**src/cmp_skip_pkg.sv**
```systemverilog
// Package for the compare-and-skip execution block.
// Assumes a core with a four quarter-cycle instruction clock around it.
package cmp_skip_pkg;

  // Opcode fields and address limits of the compare-skip words.
  localparam logic [3:0]  OPC_HIGH          = 4'h6;
  localparam logic [2:0]  OPC_SUB_GREATER   = 3'h2;
  localparam logic [2:0]  OPC_SUB_LESS      = 3'h0;
  localparam int          ACCESS_BIT_POS    = 8;
  localparam logic [7:0]  INDEXED_LIMIT     = 8'h5F;
  localparam logic [3:0]  ACCESS_BANK_HIGH  = 4'hF;
  localparam logic [7:0]  ACCESS_SPLIT      = 8'h60;

  // Cycle counts of the instruction.
  localparam logic [1:0]  CYC_NO_SKIP       = 2'h1;
  localparam logic [1:0]  CYC_SKIP          = 2'h2;
  localparam logic [1:0]  CYC_SKIP_TWO_WORD = 2'h3;

  // Reset values.
  localparam logic [11:0] ADDR_RESET        = 12'h000;

  // Request from the fetch stage.
  typedef struct packed {
    logic        valid;
    logic [15:0] word;
    logic        next_two_word;
  } fetch_type;

  // Data memory address with the indexed flag.
  typedef struct packed {
    logic        indexed;
    logic [11:0] addr;
  } daddr_type;

  // Execution states.
  typedef enum logic [3:0] {
    ST_IDLE  = 4'b0001,
    ST_READ  = 4'b0010,
    ST_NOP1  = 4'b0100,
    ST_NOP2  = 4'b1000
  } state_type;

endpackage

```
**src/compare_skip_execute.sv**
```systemverilog
// Executes the compare-skip-greater and compare-skip-less instructions.
// The block decodes the fetched word, reads one data byte, compares it
// with the working register and tells fetch whether to skip.
// Assumes data memory answers a read address within the same cycle and
// that fetch flushes its held word when told to skip.
// Assumes every input is driven from logic on the same instruction clock,
// so no input passes a synchroniser.
// Summary of operation
// - Greater: unsigned byte minus working register; skip when byte is larger.
// - Less: unsigned compare; skip when byte is smaller than working register.
// - Greater decodes as 0110 010a followed by the eight-bit register field.
// - Less decodes as 0110 000a followed by the eight-bit register field.
// - A taken skip discards the fetched word and runs a no-operation.
// - One cycle without skip, two with skip, three past two-word instructions.
// - Access bit zero addresses the fixed access bank.
// - Access bit one joins bank select register with the register field.
// - Access bit zero with extended set uses indexed offset when field <= 95.
// - Any register field 0 to 255 and either access bit is accepted.
`timescale 1ns/1ns
`default_nettype none
module compare_skip_execute (
  input  wire logic                     mclk_in,         // Instruction clock.
  input  wire logic                     reset_n_in,      // Async reset, low.
  input  wire cmp_skip_pkg::fetch_type  fetch_in,        // Fetched word.
  input  wire logic [3:0]               bank_select_register_in, // Bank.
  input  wire logic                     extended_set_in, // Extended set on.
  input  wire logic [11:0]              fsr_index_in,    // Indexed base.
  input  wire logic [7:0]               working_register_in, // W value.
  input  wire logic [7:0]               data_byte_in,    // Read data byte.
  output var  cmp_skip_pkg::daddr_type  daddr_out,       // Data address.
  output var  logic                     dread_out,       // Data read strobe.
  output var  logic                     flush_out,       // Discard fetched.
  output var  logic                     busy_out,        // Stall fetch.
  output var  logic                     skip_out,        // Skip taken pulse.
  output var  logic [1:0]               cycles_out       // Cycles used.
);
  import cmp_skip_pkg::*;

  // Sequence state: where the block stands within one instruction.
  state_type   state_q;
  state_type   state_d;
  logic        greater_q;
  logic        greater_d;
  logic        two_word_q;
  logic        two_word_d;

  // Data request towards data memory.
  daddr_type   daddr_q;
  daddr_type   daddr_d;
  logic        dread_q;
  logic        dread_d;

  // Results handed to fetch and to the program counter logic.
  logic        flush_q;
  logic        flush_d;
  logic        busy_q;
  logic        busy_d;
  logic        skip_q;
  logic        skip_d;
  logic [1:0]  cycles_q;
  logic [1:0]  cycles_d;

  // Decode, address and compare results, all combinational.
  logic        is_greater;
  logic        is_less;
  logic        start;
  logic        access_bit;
  logic [7:0]  reg_field;
  logic        take;
  logic [8:0]  diff;
  daddr_type   addr_calc;

  // Decode the fetched word; every field value and access bit is legal.
  // A word is only taken while the block is idle, so a word that arrives
  // during a running sequence is simply ignored.
  always_comb begin
    reg_field  = fetch_in.word[7:0];
    access_bit = fetch_in.word[ACCESS_BIT_POS];
    is_greater = fetch_in.valid && fetch_in.word[15:12] == OPC_HIGH &&
                 fetch_in.word[11:9] == OPC_SUB_GREATER;
    is_less    = fetch_in.valid && fetch_in.word[15:12] == OPC_HIGH &&
                 fetch_in.word[11:9] == OPC_SUB_LESS;
    start      = (state_q == ST_IDLE) && (is_greater || is_less);
  end

  // Form the data address from the access bit and bank select.
  always_comb begin
    addr_calc.indexed = 1'b0;
    addr_calc.addr    = ADDR_RESET;
    if (access_bit) begin
      addr_calc.addr = {bank_select_register_in, reg_field};
    end else if (extended_set_in && reg_field <= INDEXED_LIMIT) begin
      addr_calc.indexed = 1'b1;
      addr_calc.addr    = fsr_index_in + {4'h0, reg_field};
    end else if (reg_field < ACCESS_SPLIT) begin
      addr_calc.addr = {4'h0, reg_field};
    end else begin
      addr_calc.addr = {ACCESS_BANK_HIGH, reg_field};
    end
  end

  // Unsigned compare only; nothing is written back anywhere.
  // The ninth bit of the difference is the borrow: set when the byte is
  // smaller than the working register. Equal values never skip.
  always_comb begin
    diff = {1'b0, data_byte_in} - {1'b0, working_register_in};
    if (greater_q) begin
      take = !diff[8] && diff[7:0] != 8'h00;
    end else begin
      take = diff[8];
    end
  end

  // Next sequence state. Idle takes a word, read compares the byte, and
  // one or two no-operation states follow when the skip is taken.
  // The kind of compare and the two-word flag are kept for the sequence,
  // since fetch may change its word while the block is busy.
  always_comb begin
    state_d    = state_q;
    greater_d  = greater_q;
    two_word_d = two_word_q;
    case (state_q)
      ST_IDLE: begin
        if (start) begin
          state_d    = ST_READ;
          greater_d  = is_greater;
          two_word_d = fetch_in.next_two_word;
        end
      end
      ST_READ: begin
        if (take) begin
          state_d = ST_NOP1;
        end else begin
          state_d = ST_IDLE;
        end
      end
      ST_NOP1: begin
        // Second word of a skipped two-word instruction costs one more.
        if (two_word_q) begin
          state_d = ST_NOP2;
        end else begin
          state_d = ST_IDLE;
        end
      end
      ST_NOP2: begin
        state_d = ST_IDLE;
      end
      default: begin
        // An illegal code falls back to idle rather than hanging fetch.
        state_d = ST_IDLE;
      end
    endcase
  end

  // Register the sequence state.
  always_ff @(posedge mclk_in or negedge reset_n_in) begin
    if (!reset_n_in) begin
      state_q    <= ST_IDLE;
      greater_q  <= 1'b0;
      two_word_q <= 1'b0;
    end else begin
      state_q    <= state_d;
      greater_q  <= greater_d;
      two_word_q <= two_word_d;
    end
  end

  // Next data request. The address is captured when a word is taken and
  // held until the next instruction; the read strobe lasts one cycle.
  always_comb begin
    daddr_d = daddr_q;
    dread_d = 1'b0;
    if (start) begin
      daddr_d = addr_calc;
      dread_d = 1'b1;
    end
  end

  // Register the data request.
  always_ff @(posedge mclk_in or negedge reset_n_in) begin
    if (!reset_n_in) begin
      daddr_q <= '0;
      dread_q <= 1'b0;
    end else begin
      daddr_q <= daddr_d;
      dread_q <= dread_d;
    end
  end

  // Next results. Busy stalls fetch for every cycle after the first,
  // flush discards one fetched word per no-operation cycle, and the cycle
  // count stays until the next instruction leaves its read state.
  always_comb begin
    flush_d  = 1'b0;
    busy_d   = 1'b0;
    skip_d   = 1'b0;
    cycles_d = cycles_q;
    case (state_q)
      ST_IDLE: begin
        busy_d = start;
      end
      ST_READ: begin
        if (take) begin
          flush_d  = 1'b1;
          skip_d   = 1'b1;
          busy_d   = 1'b1;
          cycles_d = two_word_q ? CYC_SKIP_TWO_WORD : CYC_SKIP;
        end else begin
          cycles_d = CYC_NO_SKIP;
        end
      end
      ST_NOP1: begin
        // The second word of a two-word instruction is discarded as well.
        if (two_word_q) begin
          flush_d = 1'b1;
          busy_d  = 1'b1;
        end
      end
      ST_NOP2: begin
        busy_d = 1'b0;
      end
      default: begin
        busy_d = 1'b0;
      end
    endcase
  end

  // Register the results.
  always_ff @(posedge mclk_in or negedge reset_n_in) begin
    if (!reset_n_in) begin
      flush_q  <= 1'b0;
      busy_q   <= 1'b0;
      skip_q   <= 1'b0;
      cycles_q <= 2'h0;
    end else begin
      flush_q  <= flush_d;
      busy_q   <= busy_d;
      skip_q   <= skip_d;
      cycles_q <= cycles_d;
    end
  end

  // All outputs come straight from flip-flops.
  assign daddr_out  = daddr_q;
  assign dread_out  = dread_q;
  assign flush_out  = flush_q;
  assign busy_out   = busy_q;
  assign skip_out   = skip_q;
  assign cycles_out = cycles_q;

endmodule
`default_nettype wire

```
**config.mk**
```make
export PLATFORM = sky130hd
export DESIGN_NAME = compare_skip_execute
export DESIGN_NICKNAME = d
export VERILOG_FILES = /design/src/cmp_skip_pkg.sv /design/src/compare_skip_execute.sv
export SDC_FILE = /design/constraint.sdc
export NUM_CORES = 1
export LEC_CHECK = 0
export ABC_AREA = 1
export ABC_CLOCK_PERIOD_IN_PS = 2180
export BUFFER_PORTS_ARGS = -buffer_cell sky130_fd_sc_hd__buf_2
export CAP_MARGIN = 15
export CORE_MARGIN = 2
export CORE_UTILIZATION = 45
export CTS_CLUSTER_DIAMETER = 40
export DETAILED_ROUTE_END_ITERATION = 6
export GPL_TIMING_DRIVEN = 1
export MAX_ROUTING_LAYER = met4
export PLACE_DENSITY = 0.74
export SLEW_MARGIN = 10
export SYNTH_ARGS = -nofsm -noshare
export SYNTH_HDL_FRONTEND = slang
export SYNTH_SLANG_ARGS = --single-unit
```
**constraint.sdc**
```tcl
create_clock -name mclk_in -period 2.18 [get_ports mclk_in]
set_input_delay 0.218 -clock mclk_in [delete_from_list [all_inputs] [get_ports mclk_in]]
set_output_delay 0.218 -clock mclk_in [all_outputs]
set_load 0.005 [all_outputs]
```
==> metrics.md, run 1 <==
| Metric | Value |
|---|---|
| First-pass detailed-route iteration total | `5` |
| Hold_buf cts | `1` |
| Vias in the first global route | `1808` |
| Fmax achieved | `0.5742 GHz` |
| Layout Utilization | `56.59%` |
| Setup crit end kind | `flop` |
| Synth Area in Compound Gates | `14.71%` |
| Rows | `24` |
| R2R cell count | `7` |
| Top cell type's share of synthesized area | `30.30%` |
| Worst Min Path Start | `fetch_in[0]` |
| Worst-Margin Slew | `559.2 ps` |
| All-Layer GR Usage | `18.38%` |
| H-tree levels | `1` |
| CTS tree | `built` |
| Vias | `1967` |
| Static Leak | `1.396 nW` |
| # clock sinks | `25` |
| # resized after CTS | `0` |
| Largest family of logic cells by synthesized area | `simple AND/OR/NAND/NOR gates` |
| Antenna violations before repair | `0` |
| Final #Nets | `422` |
| Critical path arrival | `1900 ps` |
| Die span in y | `70.37 microns` |
| Adder-cell share of the synthesized area | `12.12%` |
| GRT overflow | `0` |
| Die W | `70.37 microns` |
| Power per Cell Area | `569.0 mW/mm^2` |
| FF+latch count, synth | `25` |
| Setup Buffers After CTS | `0` |
| Seq/Total Area, Yosys | `31.63%` |
| Commonest non-fill, non-tap cell in the layout | `buf_2` |
| Int Pwr | `0.0009115 W` |
| Worst min path class | `primary input to flop` |
| RSZ-0062 raised after global routing | `no` |
| RR Startpoint | `state_q[3]$_DFFE_PN0P_` |
| Syn_nets | `348` |
| Final hold vios | `0` |
| Combinational share of power | `36.4%` |
| Setup TNS | `0 ps` |
| Leading area contributor after synthesis | `dfrtp_1` |
| Layout cell share with drive strength beyond 1 | `27.43%` |
| Layout Skew | `8.478 ps` |
| Worst reg-to-reg setup slack | `440 ps` |
| Flop pwr share | `43.3%` |
| R2r endpoint | `daddr_out[3]$_DFFE_PN0P_` |
| Net switching power | `0.0004711 W` |
| Run status | `completed` |
| CP Max Fanout | `14` |
| Ant diodes | `0` |
| Number of I/O pins | `72` |
| Post-synth cell types | `32` |
| Hold path endpoint | `two_word_q$_DFFE_PN0P_` |
| CP Launch Type | `flop` |
| Post-synthesis simple-gate area fraction | `29.42%` |
| Clk slew on worst S/H paths | `90 ps` |
| Peak VDD IR | `259.4 uV` |
| Final Max Tran Viols | `0` |
| Routability cong. | `0.7953` |
| Final ANT Viol Nets | `0` |
| Synth top area cells | `dfrtp_1, nand2_1, ha_1, inv_1, a21oi_1` |
| Worst Hold Slack | `168.2 ps` |
| Most frequent cells in the layout | `buf_2, nand2_1, inv_1` |
| Final period util | `79.88%` |
| 1st-iter DRT viols | `64` |
| Max_cap viols | `0` |
| Root Buffer | `clkbuf_8` |
| Most used flip-flop cell after synthesis | `dfrtp_1` |
| Largest net degree at the start of global routing | `26` |
| Final setup violation count | `0` |
| Residual DRC | `0` |
| Post-synth EDFFs | `0` |
| Starting Density | `46.15%` |
| Ys async rst share | `100.0%` |
| Crit Path Category | `flop to flop` |
| Drt wl/cell | `11.02 microns` |
| Synthesized area per cell | `7.155 sq um` |
| Max-slew headroom | `62.72%` |
| IO Port Bufs | `71` |
| Core area | `0.004294 sq mm` |
| Ys Warns | `0` |
| Post-Route WL | `4.429 mm` |
| First-pass GRT wire length | `7.424 mm` |
| DR vias/cell | `4.893` |
| Clock buffer depth | `2` |
| Post-DP HPWL | `3.710 mm` |
| Worst-skew pair later-pin latency | `270 ps` |
| Final min period | `1741 ps` |
| Total Die Area | `0.004951 sq mm` |
| Clock share of power | `20.3%` |
| Hold path depth | `3` |
| XOR/XNOR share of the synthesized area | `2.210%` |
| Net Sw Frac | `34.07%` |
| Cell area after synthesis | `0.001982 sq mm` |
| Multiplexer share of the synthesized area | `0%` |
| Num CTS Buffers | `3` |
| WP data required | `2340 ps` |
| Area Growth Syn to Fin | `22.60%` |
| Post-synthesis cell count | `277` |
==> power by group through the flow <==
| stage | clock network, W | registers (W) | logic, W |
|---|---|---|---|
| floorplan | 0 | 0.000613 | 0.000306 |
| detailed placement | 0 | 0.000607 | 0.000508 |
| global route | 0.000303 | 0.000611 | 0.000574 |
| finish | 0.000280 | 0.000599 | 0.000503 |
| CTS | 0.000293 | 0.000599 | 0.000510 |
| global placement | 0 | 0.000606 | 0.000493 |
==> critical path: stages (launching register included) <==
cell,delay (ps)
dfrtp_1,390
nor2_1,150
nand3_1,200
nor2_4,370
inv_2,170
a21oi_1,140
o21ai_1,90
o21a_1,120
==> through the flow <==
step / power (W) / std cells / setup WS, ps / area [sq um]
finish: 0.001383 / 402 / 438.6 / 2430
global route: 0.001489 / 402 / 292.8 / 2430
CTS: 0.001402 / 402 / 449.6 / 2430
detailed placement: 0.001114 / 397 / 227.7 / 2371
global placement: 0.001099 / 397 / 301.1 / 2371
floorplan: 0.0009197 / 277 / 491.9 / 1982
==> layout make-up <==
class,instances,area [sq um]
inverters,42,157.7
clock inverters,1,7.507
well taps,52,65.06
flip-flops and latches,25,626.9
multi-input cells,206,1159
fillers,432,1864
clock buffers,3,41.29
repair buffers,73,372.9
==> how the worst max path moves through the flow <==
stage | startpoint | endpoint | slack (ps) | depth (start not counted)
2_1_floorplan | fetch_in[1] | daddr_out[10]$_DFFE_PN0P_ | 490 | 12
3_3_place_gp | fetch_in[1] | daddr_out[10]$_DFFE_PN0P_ | 300 | 13
3_5_place_dp | fetch_in[1] | daddr_out[10]$_DFFE_PN0P_ | 230 | 13
4_1_cts | state_q[3]$_DFFE_PN0P_ | daddr_out[3]$_DFFE_PN0P_ | 450 | 7
5_1_grt | state_q[3]$_DFFE_PN0P_ | daddr_out[3]$_DFFE_PN0P_ | 290 | 7
6_report | state_q[3]$_DFFE_PN0P_ | daddr_out[3]$_DFFE_PN0P_ | 440 | 7
==> layer usage <==
| metal | up-vias | track usage, % | wire, microns |
|---|---|---|---|
| met5 | - | - | 0 |
| met4 | 0 | 3.846 | 21 |
| met3 | 2 | 1.876 | 151 |
| met2 | 43 | 31.55 | 2159 |
| met1 | 874 | 23.52 | 2096 |
| li1 | 1048 | - | - |
==> cells by family (layout without fill, tap and decap cells) <==
group | Yosys count | after routing
flops | 25 | 25
compound gates | 51 | 51
xor+xnor | 5 | 5
fa+ha+maj | 18 | 18
simple gates | 132 | 132
buf+inv | 46 | 119
==> cell usage after synthesis (all sizes together), types with 2 or more instances <==
library cell   n
a21oi         26
inv           42
or2            3
fa             2
nand2         69
a31oi          3
nor2          32
nand3         19
nand4          4
o21ai         16
buf            4
nand3b         4
xor2           2
ha            16
xnor2          3
o22ai          2
dfrtp         24
==> flip-flops by register name, summed over array words and instances, names as in the netlist <==
name and count:
daddr_out 13, state_q 4, cycles_out 2, busy_out 1, dread_out 1, flush_out 1, greater_q 1, skip_out 1
two_word_q 1
(Power assumes the default switching activity.)
==> inputs of run 2 (changes only) <==
--- a/config.mk
+++ b/config.mk
@@ -5,8 +5,8 @@
 export SDC_FILE = /design/constraint.sdc
 export NUM_CORES = 1
 export LEC_CHECK = 0
-export ABC_AREA = 1
-export ABC_CLOCK_PERIOD_IN_PS = 2180
+export ABC_AREA = 0
+export ABC_CLOCK_PERIOD_IN_PS = 1500
 export BUFFER_PORTS_ARGS = -buffer_cell sky130_fd_sc_hd__buf_2
 export CAP_MARGIN = 15
 export CORE_MARGIN = 2
@@ -15,7 +15,7 @@
 export DETAILED_ROUTE_END_ITERATION = 6
 export GPL_TIMING_DRIVEN = 1
 export MAX_ROUTING_LAYER = met4
-export PLACE_DENSITY = 0.74
+export PLACE_DENSITY = 0.77
 export SLEW_MARGIN = 10
 export SYNTH_ARGS = -nofsm -noshare
 export SYNTH_HDL_FRONTEND = slang
==> constraint.sdc (replaced) <==
create_clock -name mclk_in -period 1.5 [get_ports mclk_in]
set_input_delay 0.15 -clock mclk_in [delete_from_list [all_inputs] [get_ports mclk_in]]
set_output_delay 0.15 -clock mclk_in [all_outputs]
set_load 0.005 [all_outputs]
==> run 2 against run 1 <==
Net effect:
- the flow now finishes with violations (setup timing)
- clock skew down 4.8 ps
- first-iteration DRC count grew to 2.6 times the previous value
- global-route usage up 3.8 points
- power is 38% higher
- flip-flop and latch count unchanged
- clock power grew 43%
- synthesized cell count decreased by 20%
- critical path type unchanged
- largest cell class unchanged
==> metrics.md, run 2 <==
| Metric | Value |
|---|---|
| Top cell type's share of synthesized area | `31.23%` |
| Crit Path Category | `flop to flop` |
| Final #Nets | `417` |
| Worst-Margin Slew | `552.8 ps` |
| Area of the multi-input gates | `0.001425 sq mm` |
| Number of I/O pins | `72` |
| GRT overflow | `0` |
| Critical path arrival | `1940 ps` |
| Antenna violations before repair | `0` |
| Clock buffer depth | `2` |
| Starting Density | `47.39%` |
| Most used flip-flop cell after synthesis | `dfrtp_1` |
| Seq/Total Area, Yosys | `32.60%` |
| Worst min path class | `primary input to flop` |
| Worst-skew pair later-pin latency | `270 ps` |
| Ant diodes | `0` |
| Layout Cells excl Fill | `395` |
| Max_cap viols | `0` |
| First-pass detailed-route iteration total | `4` |
| Root Buffer | `clkbuf_8` |
| Layout cell share with drive strength beyond 1 | `50.72%` |
| Core area | `0.004058 sq mm` |
| Layout Skew | `3.693 ps` |
| Die span in y | `69.37 microns` |
| Synth top area cells | `dfrtp_1, ha_1, nand2_1, o21ai_0, a21oi_1` |
| Final Max Tran Viols | `0` |
| # clock sinks | `25` |
| Filler cells | `304` |
| Num CTS Buffers | `3` |
| DR vias/cell | `5.367` |
| Final period util | `117.5%` |
| Setup crit end kind | `flop` |
| Vias | `2120` |
| Fmax achieved | `0.5672 GHz` |
| Failing checks | `setup timing` |
| Commonest non-fill, non-tap cell in the layout | `buf_2` |
| Total Die Area | `0.004812 sq mm` |
| Cell area after synthesis | `0.001923 sq mm` |
| Post-DP HPWL | `4.012 mm` |
| CP Max Fanout | `4` |
| Max reg flops | `13` |
| Post-synth EDFFs | `0` |
| IO Port Bufs | `71` |
| Synthesized area per cell | `8.663 sq um` |
| Final min period | `1763 ps` |
| XOR/XNOR share of the synthesized area | `3.643%` |
| Final ANT Viol Nets | `0` |
| RSZ-0062 raised after global routing | `yes` |
| Post-synth top cells | `nand2_1, dfrtp_1, o21ai_0` |
| Power per Cell Area | `632.6 mW/mm^2` |
| Rows | `23` |
| Static Leak | `1.538 nW` |
| Power Total | `0.001909 W` |
| Drt wl/cell | `13.94 microns` |
| Run status | `finished, violations left` |
| Total placed cells including tap cells | `382` |
| All-Layer GR Usage | `22.17%` |
| FF+latch count, synth | `25` |
| H-tree levels | `1` |
| Area Growth Syn to Fin | `56.93%` |
| Peak VDD IR | `361.4 uV` |
| Routability cong. | `0.8263` |
| Final hold vios | `0` |
| Post-synthesis simple-gate area fraction | `25.11%` |
| Ys Warns | `0` |
| Residual DRC | `0` |
| Storage cell area | `626.9 sq um` |
| WP data required | `1680 ps` |
| Most frequent cells in the layout | `buf_2, buf_4, dfrtp_1` |
| Largest net degree at the start of global routing | `26` |
| Synth Area in Compound Gates | `20.23%` |
| Syn_nets | `293` |
| Post-synth cell types | `50` |
| Max-slew headroom | `63.14%` |
| Post-synthesis cell count | `222` |
| CP Launch Type | `flop` |
| Most frequent cell after synthesis | `nand2_1` |
| Final setup violation count | `23` |
| CTS tree | `built` |
| Leading area contributor after synthesis | `dfrtp_1` |
| Die W | `69.37 microns` |
| Adder-cell share of the synthesized area | `12.49%` |
| Vias in the first global route | `2017` |
| Post-Route WL | `5.505 mm` |
| Post-route setup slack | `-263.1 ps` |
| Clk slew on worst S/H paths | `90 ps` |
| Largest family of logic cells by synthesized area | `simple AND/OR/NAND/NOR gates` |
| Ys async rst share | `100.0%` |
| 1st-iter DRT viols | `165` |
| Multiplexer share of the synthesized area | `2.342%` |
| First-pass GRT wire length | `8.700 mm` |
[run 2: worst paths after layout]
path | from | end | slack, ps | cells after the start
max reg2reg | state_q[0]$_DFFE_PN1P_ | daddr_out[9]$_DFFE_PN0P_ | -260 | 6
min in group asynchronous | reset_n_in | state_q[1]$_DFFE_PN0P_ | 400 | 2
max | state_q[0]$_DFFE_PN1P_ | daddr_out[9]$_DFFE_PN0P_ | -260 | 6
max in group asynchronous | reset_n_in | state_q[0]$_DFFE_PN1P_ | 740 | 2
min reg2reg | daddr_out[1]$_DFFE_PN0P_ | daddr_out[1]$_DFFE_PN0P_ | 500 | 2
min | fetch_in[0] | two_word_q$_DFFE_PN0P_ | 110 | 3
[run 2: layer usage]
metal	up-vias	global-route usage [%]	wire length, microns
met5	-	-	0
met4	0	7.625	67
met3	8	2.471	249
met2	67	37.18	2818
met1	991	27.86	2369
li1	1054	-	-
[run 2: critical path, stage by stage, from the launching register on]
cell     delay, ps
dfstp_2        560
and4b_1        250
nand3_2        150
nor4b_4        280
buf_4          190
nand3_2         70
o21ai_1        180
[run 2: final cells by class]
cell class                 instances  share of cell area (%)
timing repair buffer             122                   26.08
tap                               50                   2.073
sequential                        25                   20.77
multi-input combinational        179                   47.22
inverter                          15                   2.363
clock buffer                       4                   1.493
[run 2: repair_timing]
action / CTS / global route
endpoints found under the hold margin: 24 / 0
setup buffers: 4 / 4
setup endpoints to repair: 16 / 24
pin swaps: 16 / 18
cloned: 0 / 1
hold buffers: 1 / 0
resized for setup: 21 / 31
[run 2: logic make-up after synthesis]
| group | after synthesis |
|---|---|
| AND/OR/NAND/NOR | 91 |
| AO/OA/AOI/OAI | 58 |
| flip-flops | 25 |
| buffers and inverters | 18 |
| adder cells (fa/ha/maj) | 18 |
| XOR/XNOR | 8 |
| multiplexers | 4 |
[run 2: where the power goes]
part           switching, W  internal, W  total (W)
combinational      0.000343     0.000385   0.000728
sequential        0.0000476     0.000734   0.000781
clock              0.000210     0.000190   0.000400
[run 2: per-stage QoR]
stage                     hold slack [ps]  worst slack, ps  instance area [sq um]  setup TNS (ps)  utilization (%)
final                               112.3           -263.1                   3018           -2771            74.38
after global routing                126.9           -337.5                   3018           -4648            74.38
after CTS                           83.47           -294.5                   2877           -2303            70.89
after detailed placement            165.8           -615.7                   2721           -6142            67.07
after global placement              157.9           -544.0                   2721           -5180            67.07
after floorplan                    -145.6           -336.2                   2001           -2137                -
==> inputs of run 3 (changes only) <==
--- a/config.mk
+++ b/config.mk
@@ -5,7 +5,7 @@
 export SDC_FILE = /design/constraint.sdc
 export NUM_CORES = 1
 export LEC_CHECK = 0
-export ABC_AREA = 0
+export ABC_AREA = 1
 export ABC_CLOCK_PERIOD_IN_PS = 1500
 export BUFFER_PORTS_ARGS = -buffer_cell sky130_fd_sc_hd__buf_2
 export CAP_MARGIN = 15
==> run 3 against run 2 <==
Net effect:
- the flow now finishes without violations
- die area rose by 2.9%
- combinational power rose by 16%
- final cell count rose by 8.6%
- power rose by 10%
- clock power fell by 4%
- clock skew fell by 1.5 ps
- critical path depth rose by 7
- worst hold slack got worse by 4.4 ps
- count of clock-buffer cells in the layout did not move
- maximum frequency rose by 18%
- final area fell by 9.4%
==> metrics.md, run 3 (synthesized netlist as in run 1, its figures left out) <==
| Metric | Value |
|---|---|
| Static Leak | `1.548 nW` |
| Int Pwr | `0.001411 W` |
| Number of I/O pins | `72` |
| Commonest non-fill, non-tap cell in the layout | `buf_2` |
| Post-Route WL | `4.529 mm` |
| Fmax achieved | `0.6682 GHz` |
| Post-DP HPWL | `3.843 mm` |
| Starting Density | `46.15%` |
| Vias in the first global route | `1975` |
| Max reg flops | `13` |
| Final hold vios | `0` |
| Flop pwr share | `41.6%` |
| Worst Hold Slack | `107.9 ps` |
| Setup crit end kind | `flop` |
| Rows | `24` |
| Final min period | `1497 ps` |
| CP Launch Type | `primary input` |
| Num CTS Buffers | `3` |
| Total placed cells including tap cells | `424` |
| Max-slew headroom | `63.89%` |
| CP Max Fanout | `4` |
| Worst-skew pair later-pin latency | `260 ps` |
| Worst-Margin Slew | `541.7 ps` |
| All-Layer GR Usage | `18.92%` |
| Critical path arrival | `1650 ps` |
| Root Buffer | `clkbuf_8` |
| Clock buffer depth | `2` |
| First-pass GRT wire length | `7.645 mm` |
| GRT overflow | `0` |
| Clk slew on worst S/H paths | `80 ps` |
| Net switching power | `0.0006954 W` |
| Peak VDD IR | `327.0 uV` |
| Routability cong. | `0.8369` |
| Net Sw Frac | `33.01%` |
| Antenna violations before repair | `0` |
| Run status | `completed` |
| WP data required | `1650 ps` |
| Clock share of power | `18.2%` |
| Total Die Area | `0.004951 sq mm` |
| Most frequent cells in the layout | `buf_2, nand2_1, inv_1` |
| CTS tree | `built` |
| Setup Buffers After CTS | `0` |
| Worst min path class | `primary input to flop` |
| Ant diodes | `0` |
| First-pass detailed-route iteration total | `4` |
| Layout Skew | `2.179 ps` |
| Final period util | `99.78%` |
| Area Growth Syn to Fin | `38.00%` |
| Final Max Tran Viols | `0` |
| # clock sinks | `25` |
| Crit Path Category | `primary input to flop` |
| Power per Cell Area | `770.3 mW/mm^2` |
| Filler cells | `395` |
| Vias | `2091` |
| Max_cap viols | `0` |
| Die span in y | `70.37 microns` |
| Layout cell share with drive strength beyond 1 | `37.67%` |
| Die W | `70.37 microns` |
| RSZ-0062 raised after global routing | `yes` |
| Layout Cells excl Fill | `429` |
| DR vias/cell | `4.874` |
| IO Port Bufs | `71` |
| Final ANT Viol Nets | `0` |
| Final #Nets | `449` |
| H-tree levels | `1` |
| 1st-iter DRT viols | `108` |
| Drt wl/cell | `10.56 microns` |
| Combinational share of power | `40.2%` |
| Residual DRC | `0` |
| Largest net degree at the start of global routing | `26` |
| Core area | `0.004294 sq mm` |
| Final setup violation count | `0` |
-- run 3: worst paths after layout --
kind                                               start                        end  slack, ps  cells past startpoint
worst min-delay path                         fetch_in[0]     two_word_q$_DFFE_PN0P_        110                      3
worst min register to register  daddr_out[0]$_DFFE_PN0P_   daddr_out[0]$_DFFE_PN0P_        490                      2
worst max-delay path                     data_byte_in[0]  cycles_out[1]$_DFFE_PN0P_          3                     13
worst max register to register    state_q[3]$_DFFE_PN0P_   daddr_out[1]$_DFFE_PN0P_         60                      7
max in group asynchronous                     reset_n_in     state_q[0]$_DFFE_PN1P_        730                      2
min in group asynchronous                     reset_n_in  cycles_out[1]$_DFFE_PN0P_        400                      2
-- run 3: area by class of cell --
cell class | instances | area (sq um) | area share (%)
clock buffers | 4 | 45.04 | 1.647
inverters | 42 | 165.2 | 6.038
well taps | 52 | 65.06 | 2.379
repair buffers | 100 | 604.3 | 22.10
multi-input cells | 206 | 1229 | 44.92
flip-flops and latches | 25 | 626.9 | 22.92
-- run 3: stage by stage --
| stage | total power, W | utilization, % | setup TNS (ps) | cell area (sq um) | worst slack (ps) |
|---|---|---|---|---|---|
| floorplan | 0.001340 | - | -281.4 | 2012 | -65.19 |
| global placement | 0.001673 | 60.64 | -2412 | 2604 | -290.4 |
| detailed placement | 0.001710 | 60.64 | -2933 | 2604 | -352.6 |
| CTS | 0.002102 | 62.09 | -8.944 | 2666 | -8.944 |
| global route | 0.002270 | 63.69 | -488.2 | 2735 | -105.9 |
| finish | 0.002107 | 63.69 | 0 | 2735 | 3.365 |
-- run 3: worst max-delay path: stages --
cell	delay (ps)
buf_8	80
inv_8	30
ha_4	140
fa_2	530
nand2_2	50
a21oi_2	100
nand3_1	80
nor2_1	90
nand3_1	90
nand2_2	90
nand2_2	70
nand2_4	90
nand2_1	60
-- run 3: per-layer routing --
| metal | part of all wire, % | global-route usage [%] | up-vias | routed length (microns) |
|---|---|---|---|---|
| met1 | 42 | 21.40 | 943 | 1922 |
| met3 | 3.8 | 1.587 | 4 | 174 |
| li1 | - | - | 1099 | - |
| met4 | 0.75 | 5.128 | 0 | 34 |
| met5 | 0 | - | - | 0 |
| met2 | 53 | 35.43 | 45 | 2398 |
-- run 3: timing repair --
action	in CTS	in global routing
hold buffers	1	0
cloned	0	0
pin swaps	2	9
resized for setup	4	21
hold endpoints to repair	24	0
setup endpoints to repair	7	14
-- run 3: power groups by stage --
stage	clock network (W)	logic (W)	registers, W
6_report	0.000383	0.000847	0.000877
2_1_floorplan	0	0.000448	0.000892
3_3_place_gp	0	0.000790	0.000883
4_1_cts	0.000393	0.000831	0.000878
5_1_grt	0.000421	0.000954	0.000894
3_5_place_dp	0	0.000819	0.000891
